[src/rtl/slb_defines.svh]
// Purpose: timing counts and codes for the serial link bring-up sequencer
// Assumes: 125 MHz reference clock, one cycle is 8000 ps
// Notes:   every cycle count is derived from a time in picoseconds
`ifndef SLB_DEFINES_SVH
`define SLB_DEFINES_SVH

`define SLB_CLK_PS          8000
// oob burst and gap times, ps
`define SLB_BURST_PS        106700
`define SLB_INIT_GAP_PS     320000
`define SLB_WAKE_GAP_PS     106700
`define SLB_DET_MIN_PS      175000
`define SLB_DET_MAX_PS      525000
`define SLB_WAKE_MIN_PS     35000
// least times round up, longest times round down
`define SLB_BURST_CYC    ((`SLB_BURST_PS + `SLB_CLK_PS - 1) / `SLB_CLK_PS)
`define SLB_INIT_GAP_CYC ((`SLB_INIT_GAP_PS + `SLB_CLK_PS - 1) / `SLB_CLK_PS)
`define SLB_WAKE_GAP_CYC ((`SLB_WAKE_GAP_PS + `SLB_CLK_PS - 1) / `SLB_CLK_PS)
`define SLB_DET_MIN_CYC  ((`SLB_DET_MIN_PS + `SLB_CLK_PS - 1) / `SLB_CLK_PS)
`define SLB_DET_MAX_CYC  (`SLB_DET_MAX_PS / `SLB_CLK_PS)
`define SLB_TAIL_CYC     (`SLB_DET_MAX_CYC + 1)
`define SLB_WAKE_MIN_CYC ((`SLB_WAKE_MIN_PS + `SLB_CLK_PS - 1) / `SLB_CLK_PS)
// gen1 dword is 80/3 ns: three dword ticks every ten clocks
`define SLB_DW_ACC_STEP     4'h3
`define SLB_DW_ACC_WRAP     4'hA
`define SLB_SPEED_TMO_DW    12'h800
`define SLB_OOB_BURSTS      3'h6
`define SLB_DET_GAPS        3'h3
`define SLB_NONALIGN_RUN    2'h3
// speed codes on the transmit side
`define SLB_SPEED_GEN1      2'h1
`define SLB_SPEED_GEN3      2'h3

`endif

[src/rtl/slb_pkg.sv]
// Purpose: types shared by the link bring-up sequencer
// Assumes: primitives arrive already decoded by the receive path
// Notes:   none
package slb_pkg;
    typedef enum logic [1:0] {
        PRIM_NONE,
        PRIM_ALIGN,
        PRIM_SYNC,
        PRIM_OTHER
    } slb_prim_t;

    typedef struct packed {
        logic      valid;
        slb_prim_t kind;
    } slb_rx_t;

    typedef struct packed {
        logic       burst;
        slb_prim_t  prim;
        logic [1:0] speed;
    } slb_tx_t;

    typedef enum logic {
        OOB_INIT,
        OOB_WAKE
    } slb_oob_t;
endpackage

[src/rtl/slb_link_bringup.sv]
// Purpose: out-of-band bring-up and speed negotiation, device end
// Assumes: rx_burst is the squelch level, rx_prim decoded per dword
// Notes:   calibration is skipped; tx speed code 3 is the fastest
`timescale 1ns/1ns
`default_nettype none
`include "slb_defines.svh"

module slb_link_bringup
(
    // clock and reset
    input  wire logic             ref_clk,
    input  wire logic             rst_n,
    // receive side
    input  wire logic             rx_burst,
    input  wire slb_pkg::slb_rx_t rx_prim,
    // local request
    input  wire logic             init_req,
    // transmit side and status
    output slb_pkg::slb_tx_t      tx_ff,
    output logic                  link_up_ff,
    output logic                  error_ff
);
    typedef enum {
        ST_SEND_INIT,
        ST_WAIT_WAKE,
        ST_SEND_WAKE,
        ST_ALIGN,
        ST_SYNC,
        ST_UP,
        ST_ERROR
    } slb_state_t;

    slb_state_t       state_ff;
    logic             rx_burst_d_ff;
    logic [6:0]       gap_ff;
    logic [2:0]       rst_gaps_ff;
    logic [2:0]       wake_gaps_ff;
    logic             reset_rel_ff;
    logic             wake_rel_ff;
    logic [3:0]       dw_acc_ff;
    logic             dw_tick_ff;
    logic [11:0]      dw_cnt_ff;
    logic             dw_wrap;
    logic [1:0]       speed_ff;
    logic [1:0]       run_ff;
    logic             gen_start_ff;
    slb_pkg::slb_oob_t gen_kind_ff;
    logic             gen_burst;
    logic             gen_busy;
    logic             gen_done;
    slb_pkg::slb_tx_t nxt_tx;
    logic             is_align;
    logic             is_other;

    function automatic logic in_range(input logic [6:0] v,
                                      input logic [6:0] lo,
                                      input logic [6:0] hi);
        in_range = (v >= lo) && (v <= hi);
    endfunction

    assign is_align = rx_prim.valid && (rx_prim.kind == slb_pkg::PRIM_ALIGN);
    assign is_other = rx_prim.valid && (rx_prim.kind != slb_pkg::PRIM_ALIGN);
    assign dw_wrap  = dw_tick_ff && (dw_cnt_ff == `SLB_SPEED_TMO_DW - 12'h001);

    slb_oob_gen u_oob_gen
    (
        .ref_clk  (ref_clk),
        .rst_n    (rst_n),
        .start    (gen_start_ff),
        .kind     (gen_kind_ff),
        .burst_ff (gen_burst),
        .busy_ff  (gen_busy),
        .done_ff  (gen_done)
    );

    // burst-sequence detector; gaps measured falling edge to rising edge
    always_ff @(posedge ref_clk or negedge rst_n)
    begin
        if (!rst_n)
        begin
            rx_burst_d_ff <= 1'b0;
            gap_ff        <= 7'h00;
            rst_gaps_ff   <= 3'h0;
            wake_gaps_ff  <= 3'h0;
            reset_rel_ff  <= 1'b0;
            wake_rel_ff   <= 1'b0;
        end
        else
        begin
            rx_burst_d_ff <= rx_burst;
            reset_rel_ff  <= 1'b0;
            wake_rel_ff   <= 1'b0;
            if (rx_burst)
                gap_ff <= 7'h00;
            else if (gap_ff != 7'h7F)
                gap_ff <= gap_ff + 7'h01;
            if (rx_burst && !rx_burst_d_ff)
            begin
                // out-of-window spacing throws the sequence away
                if (in_range(gap_ff, 7'(`SLB_DET_MIN_CYC),
                             7'(`SLB_DET_MAX_CYC)))
                begin
                    if (rst_gaps_ff != 3'h7)
                        rst_gaps_ff <= rst_gaps_ff + 3'h1;
                    wake_gaps_ff <= 3'h0;
                end
                else if (in_range(gap_ff, 7'(`SLB_WAKE_MIN_CYC),
                                  7'(`SLB_DET_MIN_CYC - 1)))
                begin
                    if (wake_gaps_ff != 3'h7)
                        wake_gaps_ff <= wake_gaps_ff + 3'h1;
                    rst_gaps_ff <= 3'h0;
                end
                else
                begin
                    rst_gaps_ff  <= 3'h0;
                    wake_gaps_ff <= 3'h0;
                end
            end
            else if (!rx_burst &&
                     gap_ff == 7'(`SLB_DET_MAX_CYC + 1))
            begin
                // release: line idle past the longest legal gap
                reset_rel_ff <= (rst_gaps_ff >= `SLB_DET_GAPS);
                wake_rel_ff  <= (wake_gaps_ff >= `SLB_DET_GAPS);
                rst_gaps_ff  <= 3'h0;
                wake_gaps_ff <= 3'h0;
            end
        end
    end

    // gen1 dword tick from the local clock, 3 per 10 cycles
    always_ff @(posedge ref_clk or negedge rst_n)
    begin
        if (!rst_n)
        begin
            dw_acc_ff  <= 4'h0;
            dw_tick_ff <= 1'b0;
        end
        else if (state_ff != ST_ALIGN || dw_wrap)
        begin
            // phase restarts with each try, so no step comes early
            dw_acc_ff  <= 4'h0;
            dw_tick_ff <= 1'b0;
        end
        else if (dw_acc_ff + `SLB_DW_ACC_STEP >= `SLB_DW_ACC_WRAP)
        begin
            dw_acc_ff  <= dw_acc_ff + `SLB_DW_ACC_STEP - `SLB_DW_ACC_WRAP;
            dw_tick_ff <= 1'b1;
        end
        else
        begin
            dw_acc_ff  <= dw_acc_ff + `SLB_DW_ACC_STEP;
            dw_tick_ff <= 1'b0;
        end
    end

    // sequencer; a line reset overrides any state, a line wake only ST_WAIT_WAKE and ST_ERROR
    always_ff @(posedge ref_clk or negedge rst_n)
    begin
        if (!rst_n)
        begin
            state_ff     <= ST_SEND_INIT;
            gen_start_ff <= 1'b0;
            gen_kind_ff  <= slb_pkg::OOB_INIT;
            speed_ff     <= `SLB_SPEED_GEN3;
            dw_cnt_ff    <= 12'h000;
            run_ff       <= 2'h0;
        end
        else
        begin
            gen_start_ff <= 1'b0;
            if (reset_rel_ff || init_req)
            begin
                // line reset and local request share this entry
                state_ff  <= ST_SEND_INIT;
                speed_ff  <= `SLB_SPEED_GEN3;
                dw_cnt_ff <= 12'h000;
            end
            else if (wake_rel_ff &&
                     (state_ff == ST_WAIT_WAKE || state_ff == ST_ERROR))
            begin
                state_ff     <= ST_SEND_WAKE;
                gen_start_ff <= !gen_busy;
                // a busy generator keeps its kind, so its done is not
                // taken for the end of our wake
                if (!gen_busy)
                    gen_kind_ff <= slb_pkg::OOB_WAKE;
                speed_ff     <= `SLB_SPEED_GEN3;
            end
            else
            begin
                case (state_ff)
                    ST_SEND_INIT:
                    begin
                        // no host prompt needed after reset
                        if (!gen_busy && !gen_start_ff)
                        begin
                            gen_start_ff <= 1'b1;
                            gen_kind_ff  <= slb_pkg::OOB_INIT;
                            state_ff     <= ST_WAIT_WAKE;
                        end
                    end
                    ST_WAIT_WAKE:
                        ;
                    ST_SEND_WAKE:
                    begin
                        if (!gen_busy && !gen_start_ff &&
                            gen_kind_ff != slb_pkg::OOB_WAKE)
                            gen_start_ff <= 1'b1;
                        if (gen_done && gen_kind_ff == slb_pkg::OOB_WAKE)
                        begin
                            state_ff  <= ST_ALIGN;
                            dw_cnt_ff <= 12'h000;
                        end
                        else if (!gen_busy && !gen_start_ff)
                            gen_kind_ff <= slb_pkg::OOB_WAKE;
                    end
                    ST_ALIGN:
                    begin
                        if (is_align)
                        begin
                            state_ff <= ST_SYNC;
                            run_ff   <= 2'h0;
                        end
                        else if (dw_tick_ff)
                        begin
                            if (dw_wrap)
                            begin
                                dw_cnt_ff <= 12'h000;
                                if (speed_ff == `SLB_SPEED_GEN1)
                                    state_ff <= ST_ERROR;
                                else
                                    speed_ff <= speed_ff - 2'h1;
                            end
                            else
                                dw_cnt_ff <= dw_cnt_ff + 12'h001;
                        end
                    end
                    ST_SYNC:
                    begin
                        if (is_align)
                            run_ff <= 2'h0;
                        else if (is_other)
                        begin
                            if (run_ff == `SLB_NONALIGN_RUN - 2'h1)
                                state_ff <= ST_UP;
                            else
                                run_ff <= run_ff + 2'h1;
                        end
                    end
                    ST_UP:
                        ;
                    ST_ERROR:
                        ;
                    default:
                        state_ff <= ST_SEND_INIT;
                endcase
            end
        end
    end

    // transmit selection
    always_comb
    begin
        nxt_tx.burst = gen_burst;
        nxt_tx.speed = speed_ff;
        case (state_ff)
            ST_ALIGN: nxt_tx.prim = slb_pkg::PRIM_ALIGN;
            ST_SYNC:  nxt_tx.prim = slb_pkg::PRIM_SYNC;
            ST_UP:    nxt_tx.prim = slb_pkg::PRIM_SYNC;
            default:  nxt_tx.prim = slb_pkg::PRIM_NONE;
        endcase
    end

    always_ff @(posedge ref_clk or negedge rst_n)
    begin
        if (!rst_n)
        begin
            tx_ff      <= '0;
            link_up_ff <= 1'b0;
            error_ff   <= 1'b0;
        end
        else
        begin
            tx_ff      <= nxt_tx;
            link_up_ff <= (state_ff == ST_UP);
            error_ff   <= (state_ff == ST_ERROR);
        end
    end
endmodule // slb_link_bringup

`default_nettype wire

[src/rtl/slb_oob_gen.sv]
// Purpose: six-burst out-of-band signal generator
// Assumes: start is a one-cycle pulse taken only while not busy
// Notes:   the line is held idle past the detector limit after the last burst
`timescale 1ns/1ns
`default_nettype none
`include "slb_defines.svh"

module slb_oob_gen
(
    // clock and reset
    input  wire logic             ref_clk,
    input  wire logic             rst_n,
    // request
    input  wire logic             start,
    input  wire slb_pkg::slb_oob_t kind,
    // line and status
    output logic                  burst_ff,
    output logic                  busy_ff,
    output logic                  done_ff
);
    logic [6:0]        tmr_ff;
    logic [2:0]        cnt_ff;
    slb_pkg::slb_oob_t kind_ff;
    logic [6:0]        gap_cyc;

    assign gap_cyc = (kind_ff == slb_pkg::OOB_WAKE) ?
                     7'(`SLB_WAKE_GAP_CYC) : 7'(`SLB_INIT_GAP_CYC);

    always_ff @(posedge ref_clk or negedge rst_n)
    begin
        if (!rst_n)
        begin
            burst_ff <= 1'b0;
            busy_ff  <= 1'b0;
            done_ff  <= 1'b0;
            tmr_ff   <= 7'h00;
            cnt_ff   <= 3'h0;
            kind_ff  <= slb_pkg::OOB_INIT;
        end
        else
        begin
            done_ff <= 1'b0;
            if (!busy_ff)
            begin
                if (start)
                begin
                    busy_ff  <= 1'b1;
                    burst_ff <= 1'b1;
                    kind_ff  <= kind;
                    tmr_ff   <= 7'h00;
                    cnt_ff   <= 3'h1;
                end
            end
            else if (burst_ff)
            begin
                // each burst 160 oob unit intervals
                if (tmr_ff == 7'(`SLB_BURST_CYC - 1))
                begin
                    burst_ff <= 1'b0;
                    tmr_ff   <= 7'h00;
                end
                else
                    tmr_ff <= tmr_ff + 7'h01;
            end
            else if (cnt_ff != `SLB_OOB_BURSTS)
            begin
                if (tmr_ff == gap_cyc - 7'h01)
                begin
                    burst_ff <= 1'b1;
                    tmr_ff   <= 7'h00;
                    cnt_ff   <= cnt_ff + 3'h1;
                end
                else
                    tmr_ff <= tmr_ff + 7'h01;
            end
            else if (tmr_ff == 7'(`SLB_TAIL_CYC - 1))
            begin
                busy_ff <= 1'b0;
                done_ff <= 1'b1;
            end
            else
                tmr_ff <= tmr_ff + 7'h01;
        end
    end
endmodule // slb_oob_gen

`default_nettype wire

[config.mk]
export PLATFORM = sky130hd
export DESIGN_NAME = slb_link_bringup
export DESIGN_NICKNAME = d
export VERILOG_FILES = /design/src/rtl/slb_pkg.sv /design/src/rtl/slb_link_bringup.sv /design/src/rtl/slb_oob_gen.sv
export VERILOG_INCLUDE_DIRS = /design/src /design/src/rtl
export SDC_FILE = /design/constraint.sdc
export NUM_CORES = 1
export LEC_CHECK = 0
export BUFFER_PORTS_ARGS = -buffer_cell sky130_fd_sc_hd__buf_2
export CAP_MARGIN = 20
export CORE_MARGIN = 2
export CORE_UTILIZATION = 35
export CTS_CLUSTER_DIAMETER = 100
export CTS_CLUSTER_SIZE = 24
export DETAILED_ROUTE_END_ITERATION = 8
export GPL_TIMING_DRIVEN = 0
export SLEW_MARGIN = 5
export SYNTH_ARGS = -nofsm -noshare
export SYNTH_HDL_FRONTEND = slang
export SYNTH_SLANG_ARGS = --single-unit
[constraint.sdc]
create_clock -name ref_clk -period 2.9 [get_ports ref_clk]
set_clock_uncertainty 0.2 [all_clocks]
set_input_delay 0.58 -clock ref_clk [delete_from_list [all_inputs] [get_ports ref_clk]]
set_output_delay 0.58 -clock ref_clk [all_outputs]
set_load 0.01 [all_outputs]
* Word-level counts from Yosys, hierarchy flattened *
Cells that the tools add are included.
W data, S select, Z words.

operators by class
  $add $sub $neg = 11
  order comparisons = 7
  equal/unequal tests = 51
  muxes and demuxes = 89
  bitwise logic cells = 4
  reduce and logical (&&, ||, !) cells = 40

operator list
  operator                 count
  $mux W32                 11
  $pmux W32 S5             1
  $eq A32 B2 Y1 const B    3
  $eq A32 B3 Y1 const B    3
  $mux W12                 6
  $eq A32 B4 Y1 const B    2
  $mux W7                  9
  $mux W3                  13
  $ne A3 B3 Y1 const B     12
  $eq A32 B1 Y1 const B    1
  $logic_not A32 Y1        1
  $ne A32 B3 Y1 const B    1
  $mux W1                  30
  $pmux W12 S2             1
  $mux W2                  11
  $ne A4 B4 Y1 const B     5
  $ne A5 B5 Y1 const B     3
  $reduce_bool A3 Y1       5
  $add A7 B1 Y7 const B    2
  $eq A7 B7 Y1 const B     2
  $add A12 B1 Y12 const B  1
  $eq A12 B11 Y1 const B   1
  $ne A2 B2 Y1 const B     6
  $reduce_and A6 Y1        2
  36 further kinds         70

storage, ports and cells
  register bits = 92
  input bits = 7
  output and inout port bits = 7
  word-level logic and storage cells = 227

* Depth between registers and ports, before layout *
Gate-level depths: netlist (run 1).

  depth after elaboration = 8
  mapped depth = 8
  depth with buffers taken out = 8

* Cells and area by module *
From an unflattened synthesis (run 1), not the netlist that was laid out.

unflattened totals
  cell total of the unflattened synthesis = 362
  area, all modules = 3522.1 µm²

modules (own cells, without submodules)
  module            times used  cells each  area an instance (µm²)  sequential area each (µm²)
  slb_link_bringup  1           281         2687.6                  1228.7
  slb_oob_gen       1           81          834.6                   350.3

* Worst setup path before layout (run 1) *
No wires, ideal clock.

  path type = register to register
  from = register dw_cnt_ff[0]
  to = register dw_cnt_ff[5]
  setup time = 0.077 ns
  arrival time = 1.985 ns
  data required time = 2.623 ns
  path slack = 0.638 ns
  stages on the path, launching flop included = 9
  buffers on the path = 2
  clock period less this slack = 2.262 ns
  path through = dfrtp_1 > ha_1 > and3_4 > and4_4 > buf_6 > nand2b_4 > buf_6 > or4_1 > a21oi_1

on the way
  cells in the longest elaborated chain, start to end = 8
  elaborated cells between the ends (all ways) = 9
  classes of those cells = add/sub (1); eq/ne (1); mux (6); reduce/logical (1)

RTL lines
  item                                                     RTL line                 text
  from (decl)                                              slb_link_bringup.sv:42   logic [11:0] dw_cnt_ff;
  from (signal assigned)                                   slb_link_bringup.sv:237  dw_cnt_ff <= dw_cnt_ff + 12'h001;
  branches (longest 2 deep; another with $add A12 B1 Y12)  --
  $mux W12 (*)                                             slb_link_bringup.sv:228  if (dw_wrap)
  $mux W12 (*)                                             slb_link_bringup.sv:226  else if (dw_tick_ff)
  $mux W12 (*)                                             slb_link_bringup.sv:221  if (is_align)
  $pmux W12 S2 (*)                                         slb_link_bringup.sv:193  case (state_ff)
  $mux W12 (*)                                             slb_link_bringup.sv:180  else if (wake_rel_ff &&
  $mux W12 (*)                                             slb_link_bringup.sv:173  if (reset_rel_ff || init_req)

Mark *: on every way between the ends. The select of a mux whose other input is x is not followed.
A chain may end at the register's enable or synchronous reset.

* Final worst setup path (run 1) *
  from = register dw_cnt_ff[0]
  to = register dw_cnt_ff[10]

Same word-level chain as after synthesis.

==> flow_metrics.env, run 1 <==
export IMPL_critPathMaxFanout=10
export IMPL_synthDistinctLibCells=61
export IMPL_cts_root_buf="clkbuf_8"
export IMPL_avgSynthCellArea_sq_um=9.913
export IMPL_initial_core_util_pct=36.28
export IMPL_final_setup_viol_count=0
export IMPL_grt_util_all_layers_pct=13.80
export IMPL_drt_pass1_iterations=4
export IMPL_total_power_uw=2322
export IMPL_cp_start_kind="flop"
export IMPL_port_buffers=13
export IMPL_cts_tree="done"
export IMPL_synth_top_area_share_pct=42.66
export IMPL_post_route_period_util_pct=82.54
export IMPL_worstPathArrival_ns=2.47
export IMPL_ys_seq_elements=63
export IMPL_grt_max_degree=64
export IMPL_hold_viol=0
export IMPL_syn_to_final_growth_pct=12.80
export IMPL_synthCells=361
export IMPL_drive_gt1_share_pct=13.85
export IMPL_wirelength_microns=6996
export IMPL_fillerInstances=960
export IMPL_numCtsBuffers=9
export IMPL_multi_input_area_sq_mm=0.001827
export IMPL_hp_class="input pin to asynchronous set/reset pin"
export IMPL_p_leak_uw=0.001824
export IMPL_via_per_inst=5.199
export IMPL_setup_tns_ns=0
export IMPL_ys_top_cells_by_count="dfrtp_1 (61), nor2_1 (31), nand2_1 (27)"
export IMPL_fp_dieH_microns=105.1
export IMPL_yosysMostFrequentCell="dfrtp_1"
export IMPL_slew_violations=0
export IMPL_vdd_ir_drop_max_mv=0.2498
export IMPL_pin_count=14
export IMPL_coreArea_sq_mm=0.009864
export IMPL_yosysWarnings=0
export IMPL_cts_hold_buf=0
export IMPL_worstPathRequired_ns=2.98
export IMPL_synth_area_sq_mm=0.003578
export IMPL_endpoint_kind="flop"
export IMPL_stdcell_count=523
export IMPL_synth_top_flop_cell="dfrtp_1"
export IMPL_yosys_area_top_type="dfrtp_1"
export IMPL_insertedDiodeCount=0
export IMPL_rsz0062_at_grt="no"
export IMPL_synthArstFlopShare_pct=100.0
export IMPL_htreeDepth=3
export IMPL_ys_top_cells_by_area="dfrtp_1 (43%), ha_1 (6.6%), nor2_1 (3.3%)"
export IMPL_crit_type="flop to flop"
export IMPL_yosysSeqAreaShare_pct=44.13
export IMPL_synth_nets=387
export IMPL_fin_crit_ns=2.394
export IMPL_dieWidth_microns=105.1
export IMPL_clock_sinks=63
export IMPL_gp_routability_congestion=0.8304
export IMPL_clock_latency_ns=0.35
export IMPL_grt_pass1_vias=2641
export IMPL_clock_fmax_mhz=417.8
export IMPL_grt_pass1_wl_microns=12430
export IMPL_gr_total_overflow=0
export IMPL_drt_wirelength_per_cell_microns=13.38
export IMPL_maxSlewHeadroom_pct=47.16
export IMPL_timing_max_cap_violations=0
export IMPL_antenna_found_initial=0
export IMPL_synth_edff_count=0
export IMPL_clockBufferDepth=2
export IMPL_ctsResizeCount=0
export IMPL_final_nets=411
export IMPL_ant_nets=0
export IMPL_path_clk_slew_ns=0.07
export IMPL_post_cts_setup_buffer_count=0
export IMPL_die_area_sq_mm=0.01105
export IMPL_drtIter0Drc=191
export IMPL_num_rows=36
export IMPL_numPlacedInstances=507
export IMPL_dp_hpwl_microns=4831
export IMPL_drc=0
export IMPL_power_density_mw_per_mm2=575.3
export IMPL_status="complete, no violations"
export IMPL_tightest_slew_ns=0.7926
export IMPL_sequential_cell_area_sq_mm=0.001579
export IMPL_vias=2719
## layout make-up
cell class | count | share of cell area [%]
Tap cell | 133 | 4.123
Clock inverter | 3 | 1.612
Inverter | 21 | 1.953
Buffer | 13 | 2.325
Timing Repair Buffer | 13 | 1.674
Sequential cell | 63 | 39.12
Clock buffer | 13 | 3.937
Multi-Input combinational cell | 264 | 45.26
## state kept, by name, summed over array words and instances (netlist names), 3 cells and up
name and flops:
dw_acc_ff 4, dw_cnt_ff 12, gap_ff 7, rst_gaps_ff 3
state_ff 3, tx_ff 5, u_oob_gen.cnt_ff 3, u_oob_gen.tmr_ff 7
wake_gaps_ff 3
## through the flow
stage	util (%)	cell area, sq um	setup WS (ns)	hold WS [ns]
2_1_floorplan	-	3578	0.6379	0.08441
3_3_place_gp	38.62	3810	0.5400	0.2033
3_5_place_dp	38.65	3812	0.4904	0.2041
4_1_cts	40.92	4036	0.4961	0.1499
5_1_grt	40.92	4036	0.3769	0.1488
6_report	40.92	4036	0.5063	0.1016
## layout by cell type, fill, tap and decap left out, types with 6 or more instances in the layout
cell | netlist | final
nand4_1 | 7 | 7
o21ai_0 | 19 | 19
buf_2 | 1 | 13
nand3_1 | 8 | 8
a21o_1 | 7 | 7
or3_1 | 6 | 6
mux2_2 | 7 | 7
a211oi_1 | 6 | 6
ha_1 | 19 | 19
a22o_1 | 7 | 7
nor3_1 | 13 | 13
dfrtp_1 | 61 | 61
a21oi_1 | 12 | 12
nand2_1 | 27 | 27
xnor2_1 | 6 | 6
clkbuf_8 | 1 | 12
inv_1 | 21 | 21
nor2_1 | 31 | 31
clkbuf_1 | 6 | 8
## critical path: stages, from the launching register on
cell,delay (ns)
dfrtp_1,0.42
ha_1,0.26
and3_4,0.22
and4_4,0.19
buf_6,0.12
nand2b_4,0.14
buf_6,0.14
nor3_1,0.44
a22o_1,0.20
## logic make-up (layout without fill, tap and decap cells)
| group | after synthesis | in the layout | synth area share [%] |
|---|---|---|---|
| AOI/OAI and AO/OA | 82 | 82 | 16.36 |
| xor gates and xnor gates | 10 | 10 | 2.447 |
| adders and majority gates | 19 | 19 | 6.643 |
| buffers and inverters | 34 | 63 | 4.825 |
| DFF | 63 | 63 | 44.13 |
| muxes | 10 | 10 | 3.042 |
| and+or+nand+nor | 143 | 143 | 22.55 |
## routing by layer
layer	GRT usage, %	routed length [microns]	vias to the layer above
met4	5.714	120	0
met2	20.87	3144	27
met3	2.620	156	10
met1	19.31	3574	1323
li1	-	-	1359
met5	0	0	-
## power breakdown
group	switching (uW)	total, uW	internal [uW]
sequential	95.7	1050	959
combinational	212	388	176
clock	349	880	531
## worst paths after layout
kind                              start             endpoint  slack [ns]  cells after the start
max reg2reg                dw_cnt_ff[0]        dw_cnt_ff[10]        0.51                      8
max                        dw_cnt_ff[0]        dw_cnt_ff[10]        0.51                      8
min reg2reg                 speed_ff[1]             tx_ff[1]        0.21                      0
min                               rst_n  u_oob_gen.cnt_ff[0]        0.10                      1
max in group asynchronous         rst_n          wake_rel_ff        1.86                      1
min in group ref_clk           rx_burst        rx_burst_d_ff        0.16                      1
(Power assumes the default switching activity.)
==> inputs of run 2 (changes only) <==
--- a/config.mk
+++ b/config.mk
@@ -6,6 +6,7 @@
 export SDC_FILE = /design/constraint.sdc
 export NUM_CORES = 1
 export LEC_CHECK = 0
+export ABC_AREA = 1
 export BUFFER_PORTS_ARGS = -buffer_cell sky130_fd_sc_hd__buf_2
 export CAP_MARGIN = 20
 export CORE_MARGIN = 2
==> constraint.sdc (replaced) <==
create_clock -name ref_clk -period 2.5 [get_ports ref_clk]
set_clock_uncertainty 0.2 [all_clocks]
set_input_delay 0.5 -clock ref_clk [delete_from_list [all_inputs] [get_ports ref_clk]]
set_output_delay 0.5 -clock ref_clk [all_outputs]
set_load 0.01 [all_outputs]
==> run 2 against run 1 <==
Hold slack worse by 0.073 ns. Area after synthesis grew 0.56%. Clock-buffer cell count increased by 3. Utilization shrank 1.2 points. Design area is 0.25% lower. Critical endpoint is now dw_cnt_ff[2]. Highest routed layer unchanged.
==> flow_metrics.env, run 2 <==
export IMPL_startpoint="dw_cnt_ff[1]"
export IMPL_final_common_cell="nand2_1"
export IMPL_vdd_ir_drop_max_mv=0.2865
export IMPL_p_leak_uw=0.002032
export IMPL_vias=2992
export IMPL_htreeDepth=3
export IMPL_hp_class="input pin to asynchronous set/reset pin"
export IMPL_wirelength_microns=7182
export IMPL_reg2reg_from="dw_cnt_ff[1]"
export IMPL_cp_slowest_cell="dfrtp_1"
export IMPL_drt_wirelength_per_cell_microns=11.35
export IMPL_num_rows=37
export IMPL_hold_viol=0
export IMPL_fillerInstances=1032
export IMPL_avgSynthCellArea_sq_um=7.689
export IMPL_drt_pass1_iterations=4
export IMPL_synth_area_sq_mm=0.003598
export IMPL_port_buffers=13
export IMPL_synth_edff_count=0
export IMPL_clock_fmax_mhz=498.8
export IMPL_worstPathArrival_ns=2.04
export IMPL_dieWidth_microns=105.4
export IMPL_yosysMostFrequentCell="nand2_1"
export IMPL_grt_pass1_wl_microns=13030
export IMPL_maxSlewHeadroom_pct=46.37
export IMPL_cts_root_buf="clkbuf_8"
export IMPL_gr_total_overflow=0
export IMPL_yosys_area_top_type="dfrtp_1"
export IMPL_yosysSeqAreaShare_pct=43.88
export IMPL_drc=0
export IMPL_cpPeakStageDelay_ns=0.38
export IMPL_path_buf_inv=0
export IMPL_drtIter0Drc=131
export IMPL_yosysWarnings=0
export IMPL_clock_sinks=63
export IMPL_synth_top_area_share_pct=42.42
export IMPL_grt_util_all_layers_pct=14.41
export IMPL_synth_nets=494
export IMPL_numCtsBuffers=9
export IMPL_insertedDiodeCount=0
export IMPL_dp_hpwl_microns=5168
export IMPL_synthCells=468
export IMPL_gp_routability_congestion=0.9046
export IMPL_path_clk_slew_ns=0.07
export IMPL_power_density_mw_per_mm2=700.2
export IMPL_post_route_period_util_pct=80.20
export IMPL_ys_top_cells_by_count="nand2_1 (114), inv_1 (65), nor2_1 (63)"
export IMPL_endpoint_kind="flop"
export IMPL_total_power_uw=2819
export IMPL_grt_pass1_vias=2968
export IMPL_cp_cell_sequence="ha_1, nand3_2, nor3_2, nand2_1, nand3_1, nand2_1, o21ai_1, nor2_1"
export IMPL_tightest_slew_ns=0.8044
export IMPL_rsz0062_at_grt="no"
export IMPL_drive_gt1_share_pct=10.26
export IMPL_cp_common_cell="nand2_1"
export IMPL_coreArea_sq_mm=0.01014
export IMPL_synth_top_flop_cell="dfrtp_1"
export IMPL_status="complete, no violations"
export IMPL_critPathMaxFanout=5
export IMPL_synthDistinctLibCells=37
export IMPL_ys_seq_elements=63
export IMPL_ctsResizeCount=0
export IMPL_pin_count=14
export IMPL_crit_type="flop to flop"
export IMPL_path_delay_family="simple AND/OR/NAND/NOR gates"
export IMPL_setup_tns_ns=0
export IMPL_fin_crit_ns=2.005
export IMPL_die_area_sq_mm=0.01111
export IMPL_syn_to_final_growth_pct=11.89
export IMPL_cts_hold_buf=0
export IMPL_clock_latency_ns=0.34
export IMPL_slew_violations=0
export IMPL_antenna_found_initial=0
export IMPL_reg_top3="dw_cnt_ff (12), gap_ff (7), u_oob_gen.tmr_ff (7)"
export IMPL_cp_start_kind="flop"
export IMPL_fp_dieH_microns=105.4
export IMPL_initial_core_util_pct=35.49
export IMPL_ys_top_cells_by_area="dfrtp_1 (42%), nand2_1 (12%), inv_1 (6.8%)"
export IMPL_ant_nets=0
export IMPL_via_per_inst=4.727
export IMPL_worstPathRequired_ns=2.53
export IMPL_synthArstFlopShare_pct=100.0
export IMPL_timing_max_cap_violations=0
export IMPL_post_cts_setup_buffer_count=0
export IMPL_final_cell_mix="nand2_1 (114), inv_1 (65), nor2_1 (63), dfrtp_1 (61), nand3_1 (39)"
export IMPL_final_nets=518
export IMPL_grt_max_degree=64
export IMPL_clockBufferDepth=2
export IMPL_regMostFlops="dw_cnt_ff"
export IMPL_final_setup_viol_count=0
export IMPL_cts_tree="done"
export IMPL_largest_reg_flops=12
[run 2: cell families (layout without fill, tap and decap cells)]
group                      count (synthesis)  after routing  share of synthesized area (%)
AOI/OAI and AO/OA                         58             58                          9.110
and+or+nand+nor                          248            248                          30.39
adders and majority gates                 19             19                          6.606
DFF                                       63             63                          43.88
buffers and inverters                     71            100                          7.823
xor gates and xnor gates                   9              9                          2.191
[run 2: cell type report]
class,count,area [sq um],share of cell area (%)
multi-input combinational,334,1738,43.16
sequential,63,1579,39.22
inverter,68,255.2,6.339
clock buffer,16,190.2,4.723
tap,136,170.2,4.226
timing repair buffer,13,67.56,1.678
buffer,3,26.28,0.6526
[run 2: path summary, 6_finish.rpt]
path | endpoint | slack (ns) | cells after the start
setup / recovery | dw_cnt_ff[2] | 0.50 | 8
hold / removal | gap_ff[0] | 0.03 | 1
setup reg to reg | dw_cnt_ff[2] | 0.50 | 8
hold reg to reg | tx_ff[1] | 0.20 | 0
max in group asynchronous | tx_ff[0] | 1.52 | 1
min in group ref_clk | rx_burst_d_ff | 0.11 | 1
[run 2: worst reg2reg max path: stages, from the launching register on]
cell and delay, ns:
dfrtp_1 0.38, ha_1 0.27, nand3_2 0.13, nor3_2 0.24, nand2_1 0.18, nand3_1 0.19
nand2_1 0.15, o21ai_1 0.10, nor2_1 0.05
[run 2: metal layers]
layer | vias up | routed length (microns) | track usage [%] | share of wire [%]
met4 | 0 | 92 | 5.714 | 1.3
met2 | 40 | 3399 | 23.41 | 47
met3 | 7 | 266 | 3.649 | 3.7
li1 | 1541 | - | - | -
met1 | 1404 | 3423 | 18.34 | 48
met5 | - | 0 | 0 | 0
[run 2: per-stage QoR]
stage / cell area, sq um / hold WS (ns) / setup slack [ns] / instances / util, %
2_1_floorplan: 3598 / 0.004409 / 0.8203 / 468 / -
3_3_place_gp: 3834 / 0.1929 / 0.4517 / 617 / 37.81
3_5_place_dp: 3836 / 0.1920 / 0.4325 / 617 / 37.84
4_1_cts: 4026 / 0.08070 / 0.5082 / 633 / 39.71
5_1_grt: 4026 / 0.09406 / 0.2952 / 633 / 39.71
6_report: 4026 / 0.02886 / 0.4950 / 633 / 39.71
[run 2: power breakdown]
group	internal (uW)	leakage [uW]	switching (uW)	total, uW
clock network	471	0.0000970	392	863
registers	1140	0.000831	129	1270
logic	243	0.00110	446	689
==> inputs of run 3 (changes only) <==
==> constraint.sdc (replaced) <==
create_clock -name ref_clk -period 1.75 [get_ports ref_clk]
set_clock_uncertainty 0.2 [all_clocks]
set_input_delay 0.35 -clock ref_clk [delete_from_list [all_inputs] [get_ports ref_clk]]
set_output_delay 0.35 -clock ref_clk [all_outputs]
set_load 0.01 [all_outputs]
==> run 3 against run 2 <==
Critical path depth unchanged. Fmax increased by 17%. Largest power group unchanged. Worst setup slack got worse by 0.46 ns. Largest cell class unchanged. Die area unchanged. Sequential cell count unchanged. Combinational power increased by 77%. Cell count increased by 4.1%. Design area increased by 13%. Sequential share of layout area decreased by 4.4 points.
==> flow_metrics.env, run 3 (same netlist as run 2, synthesis figures left out) <==
export IMPL_critPathMaxFanout=4
export IMPL_final_common_cell="nand2_1"
export IMPL_insertedDiodeCount=0
export IMPL_grt_pass1_vias=3083
export IMPL_fp_dieH_microns=105.4
export IMPL_placed_area_sq_mm=0.003836
export IMPL_worstPathRequired_ns=1.83
export IMPL_cp_start_kind="flop"
export IMPL_total_power_uw=4295
export IMPL_hold_viol=0
export IMPL_pin_count=14
export IMPL_via_per_inst=4.836
export IMPL_cts_tree="done"
export IMPL_fin_crit_ns=1.714
export IMPL_crit_type="flop to flop"
export IMPL_setup_tns_ns=0
export IMPL_port_buffers=13
export IMPL_dieWidth_microns=105.4
export IMPL_worst_r2r_setup_slack_ns=0.04
export IMPL_clock_fmax_mhz=583.5
export IMPL_antenna_found_initial=0
export IMPL_initial_core_util_pct=35.49
export IMPL_post_route_period_util_pct=97.94
export IMPL_startpoint="dw_cnt_ff[1]"
export IMPL_clock_latency_ns=0.35
export IMPL_final_nets=544
export IMPL_drive_gt1_share_pct=26.77
export IMPL_rr_worst_depth=8
export IMPL_endpoint_kind="flop"
export IMPL_coreArea_sq_mm=0.01014
export IMPL_cp_cell_sequence="ha_4, nand3_4, nor3_4, nand2_2, nor2_2, inv_1, or2_0, nand3_1"
export IMPL_seq_power_share_pct=42.7
export IMPL_rsz0062_at_grt="yes"
export IMPL_cpPeakStageDelay_ns=0.40
export IMPL_drc=0
export IMPL_largest_reg_flops=12
export IMPL_p_leak_uw=0.002207
export IMPL_syn_to_final_growth_pct=26.50
export IMPL_reg_top3="dw_cnt_ff (12), gap_ff (7), u_oob_gen.tmr_ff (7)"
export IMPL_gr_total_overflow=0
export IMPL_share_comb_of_total_power_pct=28.5
export IMPL_finalCoreUtilization_pct=44.90
export IMPL_tightest_slew_ns=0.8188
export IMPL_numCtsBuffers=9
export IMPL_vdd_ir_drop_max_mv=0.4322
export IMPL_path_clk_slew_ns=0.07
export IMPL_num_rows=37
export IMPL_cp_slowest_cell="dfrtp_1"
export IMPL_cts_root_buf="clkbuf_8"
export IMPL_dp_hpwl_microns=5168
export IMPL_endpoint="speed_ff[0]"
export IMPL_power_density_mw_per_mm2=943.6
export IMPL_htreeDepth=3
export IMPL_reg2reg_from="dw_cnt_ff[1]"
export IMPL_grt_pass1_wl_microns=13660
export IMPL_final_setup_viol_count=0
export IMPL_drtIter0Drc=139
export IMPL_clockBufferDepth=2
export IMPL_slew_violations=0
export IMPL_grt_max_degree=64
export IMPL_ant_nets=0
export IMPL_netSwitchingFraction_pct=35.55
export IMPL_hp_class="input pin to flop"
export IMPL_internal_power_uw=2768
export IMPL_gp_routability_congestion=0.9046
export IMPL_die_area_sq_mm=0.01111
export IMPL_switchingPower_uw=1527
export IMPL_drt_wirelength_per_cell_microns=12.22
export IMPL_status="complete, no violations"
export IMPL_clock_sinks=63
export IMPL_regMostFlops="dw_cnt_ff"
export IMPL_worstPathArrival_ns=1.80
export IMPL_final_cell_mix="nand2_1 (97), dfrtp_1 (57), inv_1 (54), nor2_1 (50), nand3_1 (30)"
export IMPL_maxSlewHeadroom_pct=45.41
export IMPL_postLayoutCellArea_sq_mm=0.004552
export IMPL_wirelength_microns=8054
export IMPL_worst_r2r_endpoint="speed_ff[0]"
export IMPL_grt_util_all_layers_pct=15.08
export IMPL_timing_max_cap_violations=0
export IMPL_drt_pass1_iterations=5
export IMPL_vias=3187
export IMPL_clockPowerShare_pct=28.9
run 3: cell types whose count changed in the layout (fill, tap and decap cells not counted), moves of 9 or more:
cell and delta:
inv_2 +10, nand2_2 +14, nand3_1 -9, nand2_1 -17
inv_1 -11, nor2_1 -13, buf_4 +21
run 3: how the worst min path moves through the flow:
stage / from / end / slack, ns / cells past startpoint
3_5_place_dp: speed_ff[1] / tx_ff[1] / 0.19 / 0
4_1_cts: rx_burst / gap_ff[3] / 0.15 / 4
5_1_grt: rx_burst / gap_ff[5] / 0.19 / 4
3_3_place_gp: speed_ff[1] / tx_ff[1] / 0.19 / 0
2_1_floorplan: rst_n / dw_acc_ff[0] / -0.15 / 0
6_report: rx_burst / gap_ff[3] / 0.15 / 4
run 3: metrics by stage:
step | setup WS, ns | hold slack [ns] | std cells
after floorplan | 0.08702 | -0.1456 | 468
after global placement | -0.1978 | 0.1929 | 617
after detailed placement | -0.2029 | 0.1920 | 617
after CTS | 0.003327 | 0.1460 | 648
after global routing | -0.1028 | 0.1862 | 659
final | 0.03610 | 0.1489 | 659
run 3: power by group through the flow:
| stage | combinational, uW | sequential [uW] | clock (uW) |
|---|---|---|---|
| 2_1_floorplan | 751 | 1800 | 0 |
| 3_3_place_gp | 963 | 1830 | 0 |
| 3_5_place_dp | 979 | 1840 | 0 |
| 4_1_cts | 1060 | 1810 | 1270 |
| 5_1_grt | 1390 | 1860 | 1340 |
| 6_report | 1220 | 1830 | 1240 |
run 3: layout make-up:
| type | count | area (sq um) |
|---|---|---|
| Fill cell | 970 | 5587 |
| Multi-Input combinational cell | 334 | 2041 |
| Sequential cell | 63 | 1584 |
| Timing Repair Buffer | 39 | 271.5 |
| Inverter | 68 | 257.7 |
| Clock buffer | 16 | 190.2 |
| Tap cell | 136 | 170.2 |
| Buffer | 3 | 37.54 |
run 3: worst max-delay path, delay by kind of cell, from the launching register on:
kind          cells  cell delay [ns]
fa+ha+maj         1             0.17
flops             1             0.40
buf+inv           1             0.06
simple gates      6             0.81
run 3: layer usage:
layer | global-route usage, % | part of all wire, % | vias up
li1 | - | - | 1592
met1 | 19.06 | 44 | 1520
met2 | 24.93 | 50 | 65
met3 | 3.649 | 4.6 | 10
met4 | 5.714 | 1.3 | 0
met5 | 0 | 0 | -
run 3: what timing repair did:
| item | in CTS | in global routing |
|---|---|---|
| resized for setup | 19 | 82 |
| endpoints found under the setup margin | 37 | 42 |
| hold buffers | 2 | 0 |
| gates cloned | 0 | 0 |
| buffers inserted | 13 | 12 |
| pin swaps | 7 | 35 |
| hold endpoints to repair | 63 | 0 |
